[config.mk]
export PLATFORM = sky130hd
export DESIGN_NAME = srap_top
export DESIGN_NICKNAME = d
export VERILOG_FILES = /design/src/verilog/srap_top.v
export VERILOG_INCLUDE_DIRS = /design/src /design/src/verilog
export SDC_FILE = /design/constraint.sdc
export NUM_CORES = 1
export LEC_CHECK = 0
export BUFFER_PORTS_ARGS = -buffer_cell sky130_fd_sc_hd__buf_2
export CAP_MARGIN = 20
export CELL_PAD_IN_SITES_DETAIL_PLACEMENT = 0
export CELL_PAD_IN_SITES_GLOBAL_PLACEMENT = 1
export CORE_MARGIN = 2
export CORE_UTILIZATION = 39
export CTS_BUF_LIST = sky130_fd_sc_hd__clkbuf_4 sky130_fd_sc_hd__clkbuf_8
export CTS_CLUSTER_SIZE = 20
export DETAILED_ROUTE_END_ITERATION = 10
export PLACE_DENSITY_LB_ADDON = 0.3
export SYNTH_ARGS = -nofsm -noshare
export SYNTH_HDL_FRONTEND = slang
export SYNTH_SLANG_ARGS = --single-unit
[constraint.sdc]
create_clock -name core_clk -period 33.7 [get_ports core_clk]
set_input_delay 8.425 -clock core_clk [delete_from_list [all_inputs] [get_ports core_clk]]
set_output_delay 8.425 -clock core_clk [all_outputs]
set_load 0.03 [all_outputs]
[src/verilog/srap_map.vh]
// Contract
// eleven byte registers at 00h..0Ah; interrupt capture at 08h is read-only.
// auto-increment disable at 0 advances pointer after every byte.
// auto-increment disable at 1 holds pointer fixed for repeated access.
// after reset auto-increment is enabled (sequential mode).
// I2C write: control, register address, data; device acks each data byte.
// write byte commits on completion; byte cut by STOP or START is discarded.
// I2C write advances pointer after each acknowledge the device returns.
// I2C read: address set by write, then START plus read control byte.
// master keeps clocking for sequential access, ends with STOP or START.
// pointer wraps to zero after highest register address on both variants.
// SPI write: chip select low, write opcode, register address, data bytes.
// SPI read: read opcode and address, device shifts out data bytes.
// SPI sequential access continues while chip select low, ends when it rises.
// respond only when control byte address bits equal the address pins.
// reset loads every register default and initialises the state machine.
// after reset all eight port pins are inputs.
// interrupt on change from previous state or mismatch to default compare.
// port value is latched into interrupt capture when interrupt occurs.
// port register read is inverted per bit by input polarity.
// interrupt pin drives active high, active low, or open drain.
// every register is readable over the serial interface.
// port read gives pins, port write sets latch, latch read gives latch.
// direction bit 1 makes pin input with driver off, 0 makes output.
// on I2C address mismatch no acknowledge, ignore traffic until next START.
// SPI data output released when chip select high or not shifting read data.
`ifndef SRAP_MAP_VH
`define SRAP_MAP_VH

// ==========================================
// register offsets
`define SRAP_REG_IO_DIRECTION    8'h00
`define SRAP_REG_INPUT_POLARITY  8'h01
`define SRAP_REG_CHANGE_INT_EN   8'h02
`define SRAP_REG_DEFAULT_COMPARE 8'h03
`define SRAP_REG_INT_COMPARE_SEL 8'h04
`define SRAP_REG_DEVICE_CONFIG   8'h05
`define SRAP_REG_PULLUP_ENABLE   8'h06
`define SRAP_REG_INTERRUPT_FLAG  8'h07
`define SRAP_REG_INT_CAPTURE     8'h08
`define SRAP_REG_PORT_VALUE      8'h09
`define SRAP_REG_OUTPUT_LATCH    8'h0A
`define SRAP_REG_LAST            8'h0A

// ==========================================
// device_config fields
`define SRAP_CFG_AUTO_INC_DIS 5
`define SRAP_CFG_SLEW_DIS     4
`define SRAP_CFG_HW_ADDR_EN   3
`define SRAP_CFG_OPEN_DRAIN   2
`define SRAP_CFG_INT_POLARITY 1
`define SRAP_CFG_WR_MASK      8'h3E

// ==========================================
// reset values
`define SRAP_RST_IO_DIRECTION 8'hFF
`define SRAP_RST_ZERO         8'h00

// ==========================================
// serial framing
`define SRAP_BITS_PER_BYTE 4'h8
`endif

[src/verilog/srap_top.v]
`timescale 1ns/1ps
`default_nettype none
`include "srap_map.vh"

module srap_top #(
	parameter        SPI_MODE       = 0,
	parameter [3:0]  I2C_FIXED_ADDR = 4'h4,
	parameter [4:0]  SPI_FIXED_ADDR = 5'h08
) (
	// clock and reset
	input  wire       core_clk,
	input  wire       rst,
	input  wire       ext_reset_n,
	// serial pins
	input  wire       scl_in,
	input  wire       sda_in,
	output wire       sda_out,
	output wire       sda_oe,
	input  wire       cs_n,
	output wire       so_out,
	output wire       so_oe,
	// hardware address pins
	input  wire       hw_addr_bit2,
	input  wire       hw_addr_bit1,
	input  wire       hw_addr_bit0,
	// expander port
	input  wire [7:0] expander_pin_in,
	output wire [7:0] expander_pin_out,
	output wire [7:0] expander_pin_oe,
	output wire [7:0] pullup_enable,
	// interrupt pin
	output wire       int_out,
	output wire       int_oe
);

	// ==========================================
	// state encoding
	localparam [5:0] ST_IDLE = 6'h01;
	localparam [5:0] ST_RX   = 6'h02;
	localparam [5:0] ST_ACK  = 6'h04;
	localparam [5:0] ST_TX   = 6'h08;
	localparam [5:0] ST_RACK = 6'h10;
	localparam [5:0] ST_TXLD = 6'h20;

	// ==========================================
	// synchronisers
	// every pin is asynchronous to core_clk; two flops before any logic looks at it
	wire [14:0] raw_in = {expander_pin_in, hw_addr_bit2, hw_addr_bit1, hw_addr_bit0,
		ext_reset_n, cs_n, sda_in, scl_in};
	reg  [14:0] meta_ff;
	reg  [14:0] sync_ff;
	reg  [2:0]  hist_ff;

	always @(posedge core_clk or posedge rst) begin
		if (rst) begin
			meta_ff <= 15'h001F;
			sync_ff <= 15'h001F;
		end else begin
			meta_ff <= raw_in;
			sync_ff <= meta_ff;
		end
	end

	wire       scl_s  = sync_ff[0];
	wire       sda_s  = sync_ff[1];
	wire       cs_s   = sync_ff[2];
	wire       rstn_s = sync_ff[3];
	wire [2:0] hwa_s  = sync_ff[6:4];
	wire [7:0] pin_s  = sync_ff[14:7];

	// external reset pin joins the async reset; driven from a flop so it cannot glitch
	wire int_rst = rst | ~rstn_s;

	always @(posedge core_clk or posedge int_rst) begin
		if (int_rst)
			hist_ff <= 3'h7;
		else
			hist_ff <= {cs_s, sda_s, scl_s};
	end

	// ==========================================
	// serial events
	wire sc_rise = scl_s & ~hist_ff[0];
	wire sc_fall = ~scl_s & hist_ff[0];
	wire i2c_start = scl_s & hist_ff[0] & hist_ff[1] & ~sda_s;
	wire i2c_stop  = scl_s & hist_ff[0] & ~hist_ff[1] & sda_s;
	wire spi_sel   = ~cs_s;
	wire frm_start = SPI_MODE ? (hist_ff[2] & ~cs_s) : i2c_start;
	wire frm_stop  = SPI_MODE ? (~hist_ff[2] & cs_s) : i2c_stop;
	wire bit_rise  = SPI_MODE ? (sc_rise & spi_sel) : sc_rise;
	wire bit_fall  = SPI_MODE ? (sc_fall & spi_sel) : sc_fall;

	// ==========================================
	// register file storage
	reg [7:0] io_direction_ff;
	reg [7:0] input_polarity_ff;
	reg [7:0] change_interrupt_enable_ff;
	reg [7:0] default_compare_ff;
	reg [7:0] interrupt_compare_select_ff;
	reg [7:0] device_config_ff;
	reg [7:0] pullup_enable_ff;
	reg [7:0] interrupt_flag_ff;
	reg [7:0] interrupt_capture_ff;
	reg [7:0] output_latch_ff;
	reg [7:0] prev_pin_ff;

	wire [7:0] port_read = pin_s ^ input_polarity_ff;
	wire       seq_hold  = device_config_ff[`SRAP_CFG_AUTO_INC_DIS];

	// register read decode, used at every load of the transmit shifter
	function [7:0] read_reg;
		input [7:0] a;
		begin
			case (a)
				`SRAP_REG_IO_DIRECTION:    read_reg = io_direction_ff;
				`SRAP_REG_INPUT_POLARITY:  read_reg = input_polarity_ff;
				`SRAP_REG_CHANGE_INT_EN:   read_reg = change_interrupt_enable_ff;
				`SRAP_REG_DEFAULT_COMPARE: read_reg = default_compare_ff;
				`SRAP_REG_INT_COMPARE_SEL: read_reg = interrupt_compare_select_ff;
				`SRAP_REG_DEVICE_CONFIG:   read_reg = device_config_ff;
				`SRAP_REG_PULLUP_ENABLE:   read_reg = pullup_enable_ff;
				`SRAP_REG_INTERRUPT_FLAG:  read_reg = interrupt_flag_ff;
				`SRAP_REG_INT_CAPTURE:     read_reg = interrupt_capture_ff;
				`SRAP_REG_PORT_VALUE:      read_reg = port_read;
				`SRAP_REG_OUTPUT_LATCH:    read_reg = output_latch_ff;
				default:                   read_reg = 8'h00;
			endcase
		end
	endfunction

	// pointer step: hold in byte mode, wrap after the last register
	function [7:0] ptr_step;
		input [7:0] p;
		input       hold;
		begin
			if (hold)
				ptr_step = p;
			else if (p >= `SRAP_REG_LAST)
				ptr_step = 8'h00;
			else
				ptr_step = p + 8'h01;
		end
	endfunction

	// ==========================================
	// serial engine
	reg [5:0] state_ff;
	reg [3:0] bitcnt_ff;
	reg [7:0] shreg_ff;
	reg [7:0] ptr_ff;
	reg [1:0] byte_idx_ff;
	reg       rw_ff;
	reg       adv_pend_ff;
	reg       wr_req_ff;
	reg [7:0] wr_addr_ff;
	reg [7:0] wr_data_ff;
	reg       rd_req_ff;
	reg [7:0] rd_addr_ff;

	wire       din      = sda_s;
	wire [7:0] rx_byte  = {shreg_ff[6:0], din};
	wire [7:0] ptr_nxt  = ptr_step(ptr_ff, seq_hold);
	wire       i2c_hit  = (shreg_ff[7:1] == {I2C_FIXED_ADDR, hwa_s});
	wire       spi_hit  = (rx_byte[7:1] == {SPI_FIXED_ADDR, hwa_s[1:0]});
	wire       byte_end = (bitcnt_ff == `SRAP_BITS_PER_BYTE);
	wire       last_bit = (bitcnt_ff == 4'h7);

	always @(posedge core_clk or posedge int_rst) begin
		if (int_rst) begin
			state_ff    <= ST_IDLE;
			bitcnt_ff   <= 4'h0;
			shreg_ff    <= 8'h00;
			ptr_ff      <= 8'h00;
			byte_idx_ff <= 2'h0;
			rw_ff       <= 1'b0;
			adv_pend_ff <= 1'b0;
			wr_req_ff   <= 1'b0;
			wr_addr_ff  <= 8'h00;
			wr_data_ff  <= 8'h00;
			rd_req_ff   <= 1'b0;
			rd_addr_ff  <= 8'h00;
		end else begin
			wr_req_ff <= 1'b0;
			rd_req_ff <= 1'b0;
			if (frm_stop) begin
				// a partial byte simply never reaches the commit point
				state_ff <= ST_IDLE;
			end else if (frm_start) begin
				state_ff    <= ST_RX;
				bitcnt_ff   <= 4'h0;
				byte_idx_ff <= 2'h0;
				adv_pend_ff <= 1'b0;
			end else begin
				case (state_ff)
				ST_RX: begin
					if (bit_rise) begin
						shreg_ff  <= rx_byte;
						bitcnt_ff <= bitcnt_ff + 4'h1;
						if (SPI_MODE && last_bit) begin
							bitcnt_ff <= 4'h0;
							if (byte_idx_ff != 2'h2)
								byte_idx_ff <= byte_idx_ff + 2'h1;
							if (byte_idx_ff == 2'h0) begin
								rw_ff <= rx_byte[0];
								if (!spi_hit)
									state_ff <= ST_IDLE;
							end else if (byte_idx_ff == 2'h1) begin
								ptr_ff <= rx_byte;
								if (rw_ff) begin
									shreg_ff   <= read_reg(rx_byte);
									rd_req_ff  <= 1'b1;
									rd_addr_ff <= rx_byte;
									state_ff   <= ST_TX;
								end
							end else begin
								wr_req_ff  <= 1'b1;
								wr_addr_ff <= ptr_ff;
								wr_data_ff <= rx_byte;
								ptr_ff     <= ptr_nxt;
							end
						end
					end else if (!SPI_MODE && bit_fall && byte_end) begin
						bitcnt_ff <= 4'h0;
						state_ff  <= ST_ACK;
						if (byte_idx_ff != 2'h2)
							byte_idx_ff <= byte_idx_ff + 2'h1;
						if (byte_idx_ff == 2'h0) begin
							rw_ff <= shreg_ff[0];
							if (!i2c_hit)
								state_ff <= ST_IDLE;
							else if (shreg_ff[0]) begin
								shreg_ff   <= read_reg(ptr_ff);
								rd_req_ff  <= 1'b1;
								rd_addr_ff <= ptr_ff;
							end
						end else if (byte_idx_ff == 2'h1) begin
							ptr_ff <= shreg_ff;
						end else begin
							wr_req_ff   <= 1'b1;
							wr_addr_ff  <= ptr_ff;
							wr_data_ff  <= shreg_ff;
							adv_pend_ff <= 1'b1;
						end
					end
				end
				ST_ACK: begin
					if (bit_fall) begin
						adv_pend_ff <= 1'b0;
						if (adv_pend_ff)
							ptr_ff <= ptr_nxt;
						state_ff <= rw_ff ? ST_TX : ST_RX;
					end
				end
				ST_TX: begin
					if (bit_rise) begin
						bitcnt_ff <= bitcnt_ff + 4'h1;
						if (SPI_MODE && last_bit) begin
							// reload at once so the next msb is ready before the next fall
							bitcnt_ff  <= 4'h0;
							ptr_ff     <= ptr_nxt;
							shreg_ff   <= read_reg(ptr_nxt);
							rd_req_ff  <= 1'b1;
							rd_addr_ff <= ptr_nxt;
						end
					end else if (bit_fall) begin
						if (!SPI_MODE && byte_end) begin
							bitcnt_ff <= 4'h0;
							state_ff  <= ST_RACK;
						end else if (bitcnt_ff != 4'h0) begin
							shreg_ff <= {shreg_ff[6:0], 1'b0};
						end
					end
				end
				ST_RACK: begin
					if (bit_rise) begin
						ptr_ff   <= ptr_nxt;
						state_ff <= din ? ST_IDLE : ST_TXLD;
					end
				end
				ST_TXLD: begin
					if (bit_fall) begin
						shreg_ff   <= read_reg(ptr_ff);
						rd_req_ff  <= 1'b1;
						rd_addr_ff <= ptr_ff;
						state_ff   <= ST_TX;
					end
				end
				ST_IDLE: begin
					bitcnt_ff <= 4'h0;
				end
				default: begin
					state_ff <= ST_IDLE;
				end
				endcase
			end
		end
	end

	// ==========================================
	// register file and interrupt logic
	wire [7:0] int_cond = change_interrupt_enable_ff & io_direction_ff &
		((interrupt_compare_select_ff & (pin_s ^ default_compare_ff)) |
		(~interrupt_compare_select_ff & (pin_s ^ prev_pin_ff)));
	// reading capture or port releases the flags; a fresh event in that cycle still wins
	wire       rd_clear = rd_req_ff && ((rd_addr_ff == `SRAP_REG_INT_CAPTURE) ||
		(rd_addr_ff == `SRAP_REG_PORT_VALUE));
	wire [7:0] flag_kept = rd_clear ? 8'h00 : interrupt_flag_ff;

	always @(posedge core_clk or posedge int_rst) begin
		if (int_rst) begin
			io_direction_ff             <= `SRAP_RST_IO_DIRECTION;
			input_polarity_ff           <= `SRAP_RST_ZERO;
			change_interrupt_enable_ff  <= `SRAP_RST_ZERO;
			default_compare_ff          <= `SRAP_RST_ZERO;
			interrupt_compare_select_ff <= `SRAP_RST_ZERO;
			device_config_ff            <= `SRAP_RST_ZERO;
			pullup_enable_ff            <= `SRAP_RST_ZERO;
			interrupt_flag_ff           <= `SRAP_RST_ZERO;
			interrupt_capture_ff        <= `SRAP_RST_ZERO;
			output_latch_ff             <= `SRAP_RST_ZERO;
			prev_pin_ff                 <= `SRAP_RST_ZERO;
		end else begin
			prev_pin_ff       <= pin_s;
			interrupt_flag_ff <= flag_kept | int_cond;
			if ((|int_cond) && (flag_kept == 8'h00))
				interrupt_capture_ff <= port_read;
			if (wr_req_ff) begin
				case (wr_addr_ff)
					`SRAP_REG_IO_DIRECTION:    io_direction_ff <= wr_data_ff;
					`SRAP_REG_INPUT_POLARITY:  input_polarity_ff <= wr_data_ff;
					`SRAP_REG_CHANGE_INT_EN:   change_interrupt_enable_ff <= wr_data_ff;
					`SRAP_REG_DEFAULT_COMPARE: default_compare_ff <= wr_data_ff;
					`SRAP_REG_INT_COMPARE_SEL: interrupt_compare_select_ff <= wr_data_ff;
					`SRAP_REG_DEVICE_CONFIG:   device_config_ff <= wr_data_ff & `SRAP_CFG_WR_MASK;
					`SRAP_REG_PULLUP_ENABLE:   pullup_enable_ff <= wr_data_ff;
					`SRAP_REG_PORT_VALUE:      output_latch_ff <= wr_data_ff;
					`SRAP_REG_OUTPUT_LATCH:    output_latch_ff <= wr_data_ff;
					default: begin
					end
				endcase
			end
		end
	end

	// ==========================================
	// pin drivers
	wire int_active = |interrupt_flag_ff;
	wire int_odr    = device_config_ff[`SRAP_CFG_OPEN_DRAIN];
	wire int_hi     = device_config_ff[`SRAP_CFG_INT_POLARITY];

	assign int_out = int_odr ? 1'b0 : ~(int_active ^ int_hi);
	assign int_oe  = int_odr ? int_active : 1'b1;

	assign expander_pin_out = output_latch_ff;
	assign expander_pin_oe  = ~io_direction_ff;
	assign pullup_enable    = pullup_enable_ff;

	// open-drain data line: only ever pulled low
	assign sda_out = 1'b0;
	assign sda_oe  = !SPI_MODE && ((state_ff == ST_ACK) ||
		((state_ff == ST_TX) && !shreg_ff[7]));
	assign so_out  = SPI_MODE ? shreg_ff[7] : 1'b0;
	assign so_oe   = SPI_MODE && spi_sel && (state_ff == ST_TX);

endmodule // srap_top
`default_nettype wire
==> Word level (Yosys, flattened, before mapping) <==
Cells that the tools add are included.
{ "word_totals": {"regBits": 173} }
{ "classes": {"n_mux": 82, "n_eq_ne": 67, "n_reduce_logical": 41, "add_sub_neg": 3, "bitwise_logic": 31, "n_lt_le_gt_ge": 1} }
{ "op_table": {"columns": ["cell", "count"], "rows": [
  ["8-bit 2-to-1 mux", 26],
  ["8-bit one-hot mux with 11 select lines", 1],
  ["6-bit 2-to-1 mux", 11],
  ["8-bit by 3-bit == test with 1-bit output, second input constant", 7],
  ["8-bit by 4-bit == test with 1-bit output, second input constant", 7],
  ["8-bit one-hot mux with 3 select lines", 2],
  ["4-bit inequality test, second input constant", 11],
  ["6-bit one-hot mux with 6 select lines", 1],
  ["2-bit inequality test, second input constant", 17],
  ["8-bit AND", 4],
  ["8-bit by 2-bit == test with 1-bit output, second input constant", 4],
  ["3-bit inequality test, second input constant", 10],
  ["4-bit 2-to-1 mux", 7],
  ["8-bit logical NOT", 3],
  ["8-bit XOR", 3],
  ["1-bit 2-to-1 mux", 23],
  ["9-bit AND reduction", 2],
  ["8-bit by 1-bit == test with 1-bit output, second input constant", 2],
  ["8-bit NOT", 2],
  ["8-bit bitwise OR", 2],
  ["8-bit one-hot mux with 2 select lines", 1],
  ["2-bit AND reduction", 8],
  ["8-bit OR reduction", 2],
  ["7-bit AND reduction", 2],
  ["other kinds (34)", 67]
]} }

==> Longest topological paths before layout <==
{ "depth": {"ltp_word": 8, "mapped_depth": 10, "mapped_depth_nobuf": 8} }

==> Worst setup path after synthesis <==
Ideal clock, no wire load.
{ "synth_path": {"kind": "reg-to-output", "startpoint": "reg state_ff[1]", "endpoint": "out sda_oe", "required_time_ns": 25.275, "path_stages_with_launch": 4, "path_slack_ns": 23.317, "path_buffers": 0, "t_arrival_ns": 1.958, "cell_sequence": "dfrtp_1 -> or4_4 -> or2_4 -> o21ai_0"} }
{ "synth_via": {"elab_chain_cells": 3, "elab_cells_between_ends": 4, "classes_between": "eq/ne: 2; reduce/logical: 2"} }
{ "synth_rtl": {"columns": ["element", "line", "text"], "rows": [
  ["from (decl)", "srap_top.v:147", "reg [5:0] state_ff;"],
  ["from (signal assigned)", "srap_top.v:251", "state_ff <= rw_ff ? ST_TX : ST_RX;"],
  ["from (signal assigned)", "srap_top.v:277", "state_ff <= din ? ST_IDLE : ST_TXLD;"],
  ["6-bit by 4-bit == test with 1-bit output", "srap_top.v:361", "((state_ff == ST_TX) && !shreg_ff[7]));"],
  ["1-bit logical AND", "srap_top.v:361", null],
  ["1-bit logical OR (*)", "srap_top.v:360", "assign sda_oe = !SPI_MODE && ((state_ff == ST_ACK) ||"],
  ["to (decl)", "srap_top.v:18", "output wire sda_oe,"]
]} }
Mark *: on every way between the ends. The rest lies on a longest branch, timed or not.

==> Final worst setup path <==
Same ends and word-level chain as after synthesis.

==> results.md <==
- Antenna violations before repair: 0
- Nets@finish: roughly 720
- EDFF count, synth: 0
- Pwr Density: 45.6 nW/um^2
- Ys async rst share: 1.00
- Sequential share of the synthesized area: 0.541
- Via count: about 5.4k
- Cell area after layout: ~8800 sq um
- Longest Clk Path Bufs: 2
- Post-CTS setup buffers: 0
- Initial DRC count: 466
- # fillers: approximately 1.9k
- Die height: roughly 150 um
- Die ar.: around 21000 sq um
- Clk Latency, worst-skew pair: approximately 460 ps
- Leakage: 4.10 nW
- Area delta synth->final: 10.9%
- Yosys cell types: between 60 and 70
- Ports: 47
- Core area: 20000 sq um
- Number of synthesized register bits: between 150 and 200
- Setup violations, final: 0
- First-pass GRT wire length: ~31000 um
- Peak VDD IR: 0.0303 mV
- Hold_buf cts: 0
- Internal power: between 0.2 and 0.3 mW
- FMAX: between 90 and 100 MHz
- Max-slew headroom: 0.294
- Port Buffer Count: between 40 and 50
- Setup_tns: 0 ps
- Slew @ Worst Pin: 1050 ps
- CP max FO: 7
- Clock network power share: 0.348
- Clk sinks: 170
- Post-Syn Area: just under 8000 sq um
- Vias in the first global route: around 5.5k
- N_diodes: 0
- RSZ-0062 raised after global routing: no
- Grt ovf: 0
- Cell row count: 52
- Worst path arrival time: roughly 2300 ps
- Crit path required time: 25270 ps
- Num CTS Buffers: 17
- Top_reg_cell synth: dfrtp_1
- Die W: 146 um
- Pre-antenna DRT Iters: 6
- Outcome: completed
- Final ANT Viol Nets: 0
- Biggest regs: meta_ff (14), sync_ff (14)
- CTS tree: built
- Largest net degree at the start of global routing: 72
- Synthesis Warnings: 0
- Non-Filler Instances: ~970
- CP cell instances: or4_4 -> or2_4 -> o21ai_0 -> buf_2
- DP HPWL: 13500 um
- Crit path max-delay family: simple AND/OR/NAND/NOR gates
- Mean Syn Cell Area: ~12 sq um
- Total track usage: 0.190
- DR WL/cell: about 20 um
- Comb pwr share: 0.113
- # Max-Cap Violations: 0
- Worst-path clk slew: about 90 ps
- Crit start category: flip-flop
- Final Skew: 13.9 ps
- Total length of routed wires: around 20000 um
- CTS resizes: 0
- Hold Vio Cnt, Final: 0
- Cells after synthesis: between 600 and 700
- Vias/cell: between 5 and 6
- Cells after DPL: 939
- H-tree levels: 4
- Max stage delay cell, worst path: or4_4
- Worst Setup End Kind: output port
- Effective utilization at floorplan: 0.394
- WP buf/inv: 1
- Worst hold slack: between 300 and 400 ps
- Sw Ratio: 0.289
- Post-route DRC: 0
- Placed cell areas: between 8000 and 9000 sq um
- Final Critical Period: ~11000 ps
- P_sw: 0.116 mW
- HP Class: reg -> reg
- Share of cells above drive strength 1: 0.315
- Slowest stage delay, CP: approximately 570 ps
- Max Slew Vio Count: 0
- Pre-CTS setup slack: between 20000 and 25000 ps
- Final GP Congestion: between 0.8 and 0.9
- Setup ws final: between 20000 and 25000 ps
- Final Cycle Share: 0.317
- CTS Root Cell: clkbuf_8
- Seq pwr share: 0.539
- Kind of critical path: reg -> out
power by group through the flow:
stage | clock (mW) | combinational (mW) | sequential [mW]
5_1_grt | 0.152 | 0.0504 | 0.217
4_1_cts | 0.143 | 0.0451 | 0.216
2_1_floorplan | 0 | 0.0325 | 0.218
3_3_place_gp | 0 | 0.0448 | 0.219
6_report | 0.139 | 0.0450 | 0.216
3_5_place_dp | 0 | 0.0449 | 0.220
cells in the final DEF (no fill, tap or decap), types with 4 or more instances in the layout:
| master | count |
|---|---|
| dfrtp_1 | 151 |
| mux2_2 | 91 |
| a21oi_1 | 14 |
| mux2i_1 | 15 |
| a22o_1 | 6 |
| nand3_1 | 15 |
| o21ai_1 | 8 |
| buf_2 | 42 |
| nand2b_1 | 4 |
| nand2_1 | 44 |
| nand3b_1 | 4 |
| nor2_1 | 19 |
| mux2_4 | 10 |
| xnor2_1 | 14 |
| nor4_1 | 6 |
| a22oi_1 | 14 |
| a211oi_1 | 5 |
| nor3_1 | 9 |
| xor2_1 | 10 |
| a222oi_1 | 9 |
| dfstp_2 | 19 |
| nor2b_1 | 9 |
| o21ai_0 | 22 |
| a21o_1 | 10 |
| o211ai_1 | 5 |
| and3_1 | 11 |
| inv_6 | 6 |
| ha_1 | 9 |
| buf_4 | 6 |
| clkbuf_8 | 17 |
| o22ai_1 | 6 |
| inv_1 | 24 |
| nor4_2 | 4 |
routing by layer:
metal	vias up	share of wire	track usage
met1	2771	0.48	0.272
met3	15	0.039	0.0347
met5	-	0	0
met4	0	0.012	0.0505
li1	2446	-	-
met2	118	0.47	0.301
final cells by class:
type / count / area [sq um] / share of cell area
sequential: 170 / 4280 / 0.488
multi-input combinational: 427 / 3410 / 0.389
tap: 270 / 338 / 0.0386
timing repair buffer: 49 / 275 / 0.0314
clock buffer: 18 / 241 / 0.0276
clock inverter: 14 / 134 / 0.0153
inverter: 24 / 90.1 / 0.0103
Yosys cell counts (all sizes together) (4+ instances only):
library cell	n	area, sq um
nand3b	5	41.3
mux2i	15	150
and3	11	68.8
nor2b	10	62.6
mux2	101	1170
nand2b	4	25.0
a211oi	5	37.5
xnor2	14	123
a21o	10	75.1
o21ai	31	159
a22oi	15	118
inv	24	90.1
buf	9	66.3
clkbuf	22	82.6
nor3b	4	35.0
dfrtp	151	3780
o22ai	6	37.5
a222oi	9	90.1
a22o	6	52.6
ha	9	113
nand2	44	165
nor3	10	55.1
dfstp	19	499
a21oi	14	70.1
nor4	11	103
xor2	10	87.6
nand3	15	75.1
o211ai	5	37.5
nor2	20	82.6
path summary, 6_finish.rpt:
kind | startpoint | to | slack, ps | cells after the start
worst min-delay path | meta_ff[13]$_DFF_PP0_ | sync_ff[13]$_DFF_PP0_ | 360 | 0
worst max-delay path | state_ff[1]$_DFFE_PP0P_ | sda_oe | 23020 | 4
worst min register to register | meta_ff[13]$_DFF_PP0_ | sync_ff[13]$_DFF_PP0_ | 360 | 0
worst max register to register | hist_ff[0]$_DFF_PP1_ | wr_addr_ff[7]$_DFFE_PP0P_ | 30840 | 4
min in group asynchronous | sync_ff[3]$_DFF_PP1_ | interrupt_flag_ff[2]$_DFF_PP0_ | 610 | 2
max in group asynchronous | rst | interrupt_flag_ff[5]$_DFF_PP0_ | 24630 | 3
kinds of logic after synthesis:
kind of cell    share of synthesized area
xor+xnor                           0.0266
fa+ha+maj                          0.0143
simple gates                        0.109
compound gates                      0.110
mux                                 0.168
buf+inv                            0.0302
flops                               0.541
other cells                      0.000475
metrics by stage:
step | total power [mW] | util
2_1_floorplan | 0.250 | -
3_5_place_dp | 0.265 | 0.418
6_report | 0.400 | 0.437
4_1_cts | 0.403 | 0.436
5_1_grt | 0.419 | 0.437
3_3_place_gp | 0.264 | 0.418
(Power assumes the default switching activity.)
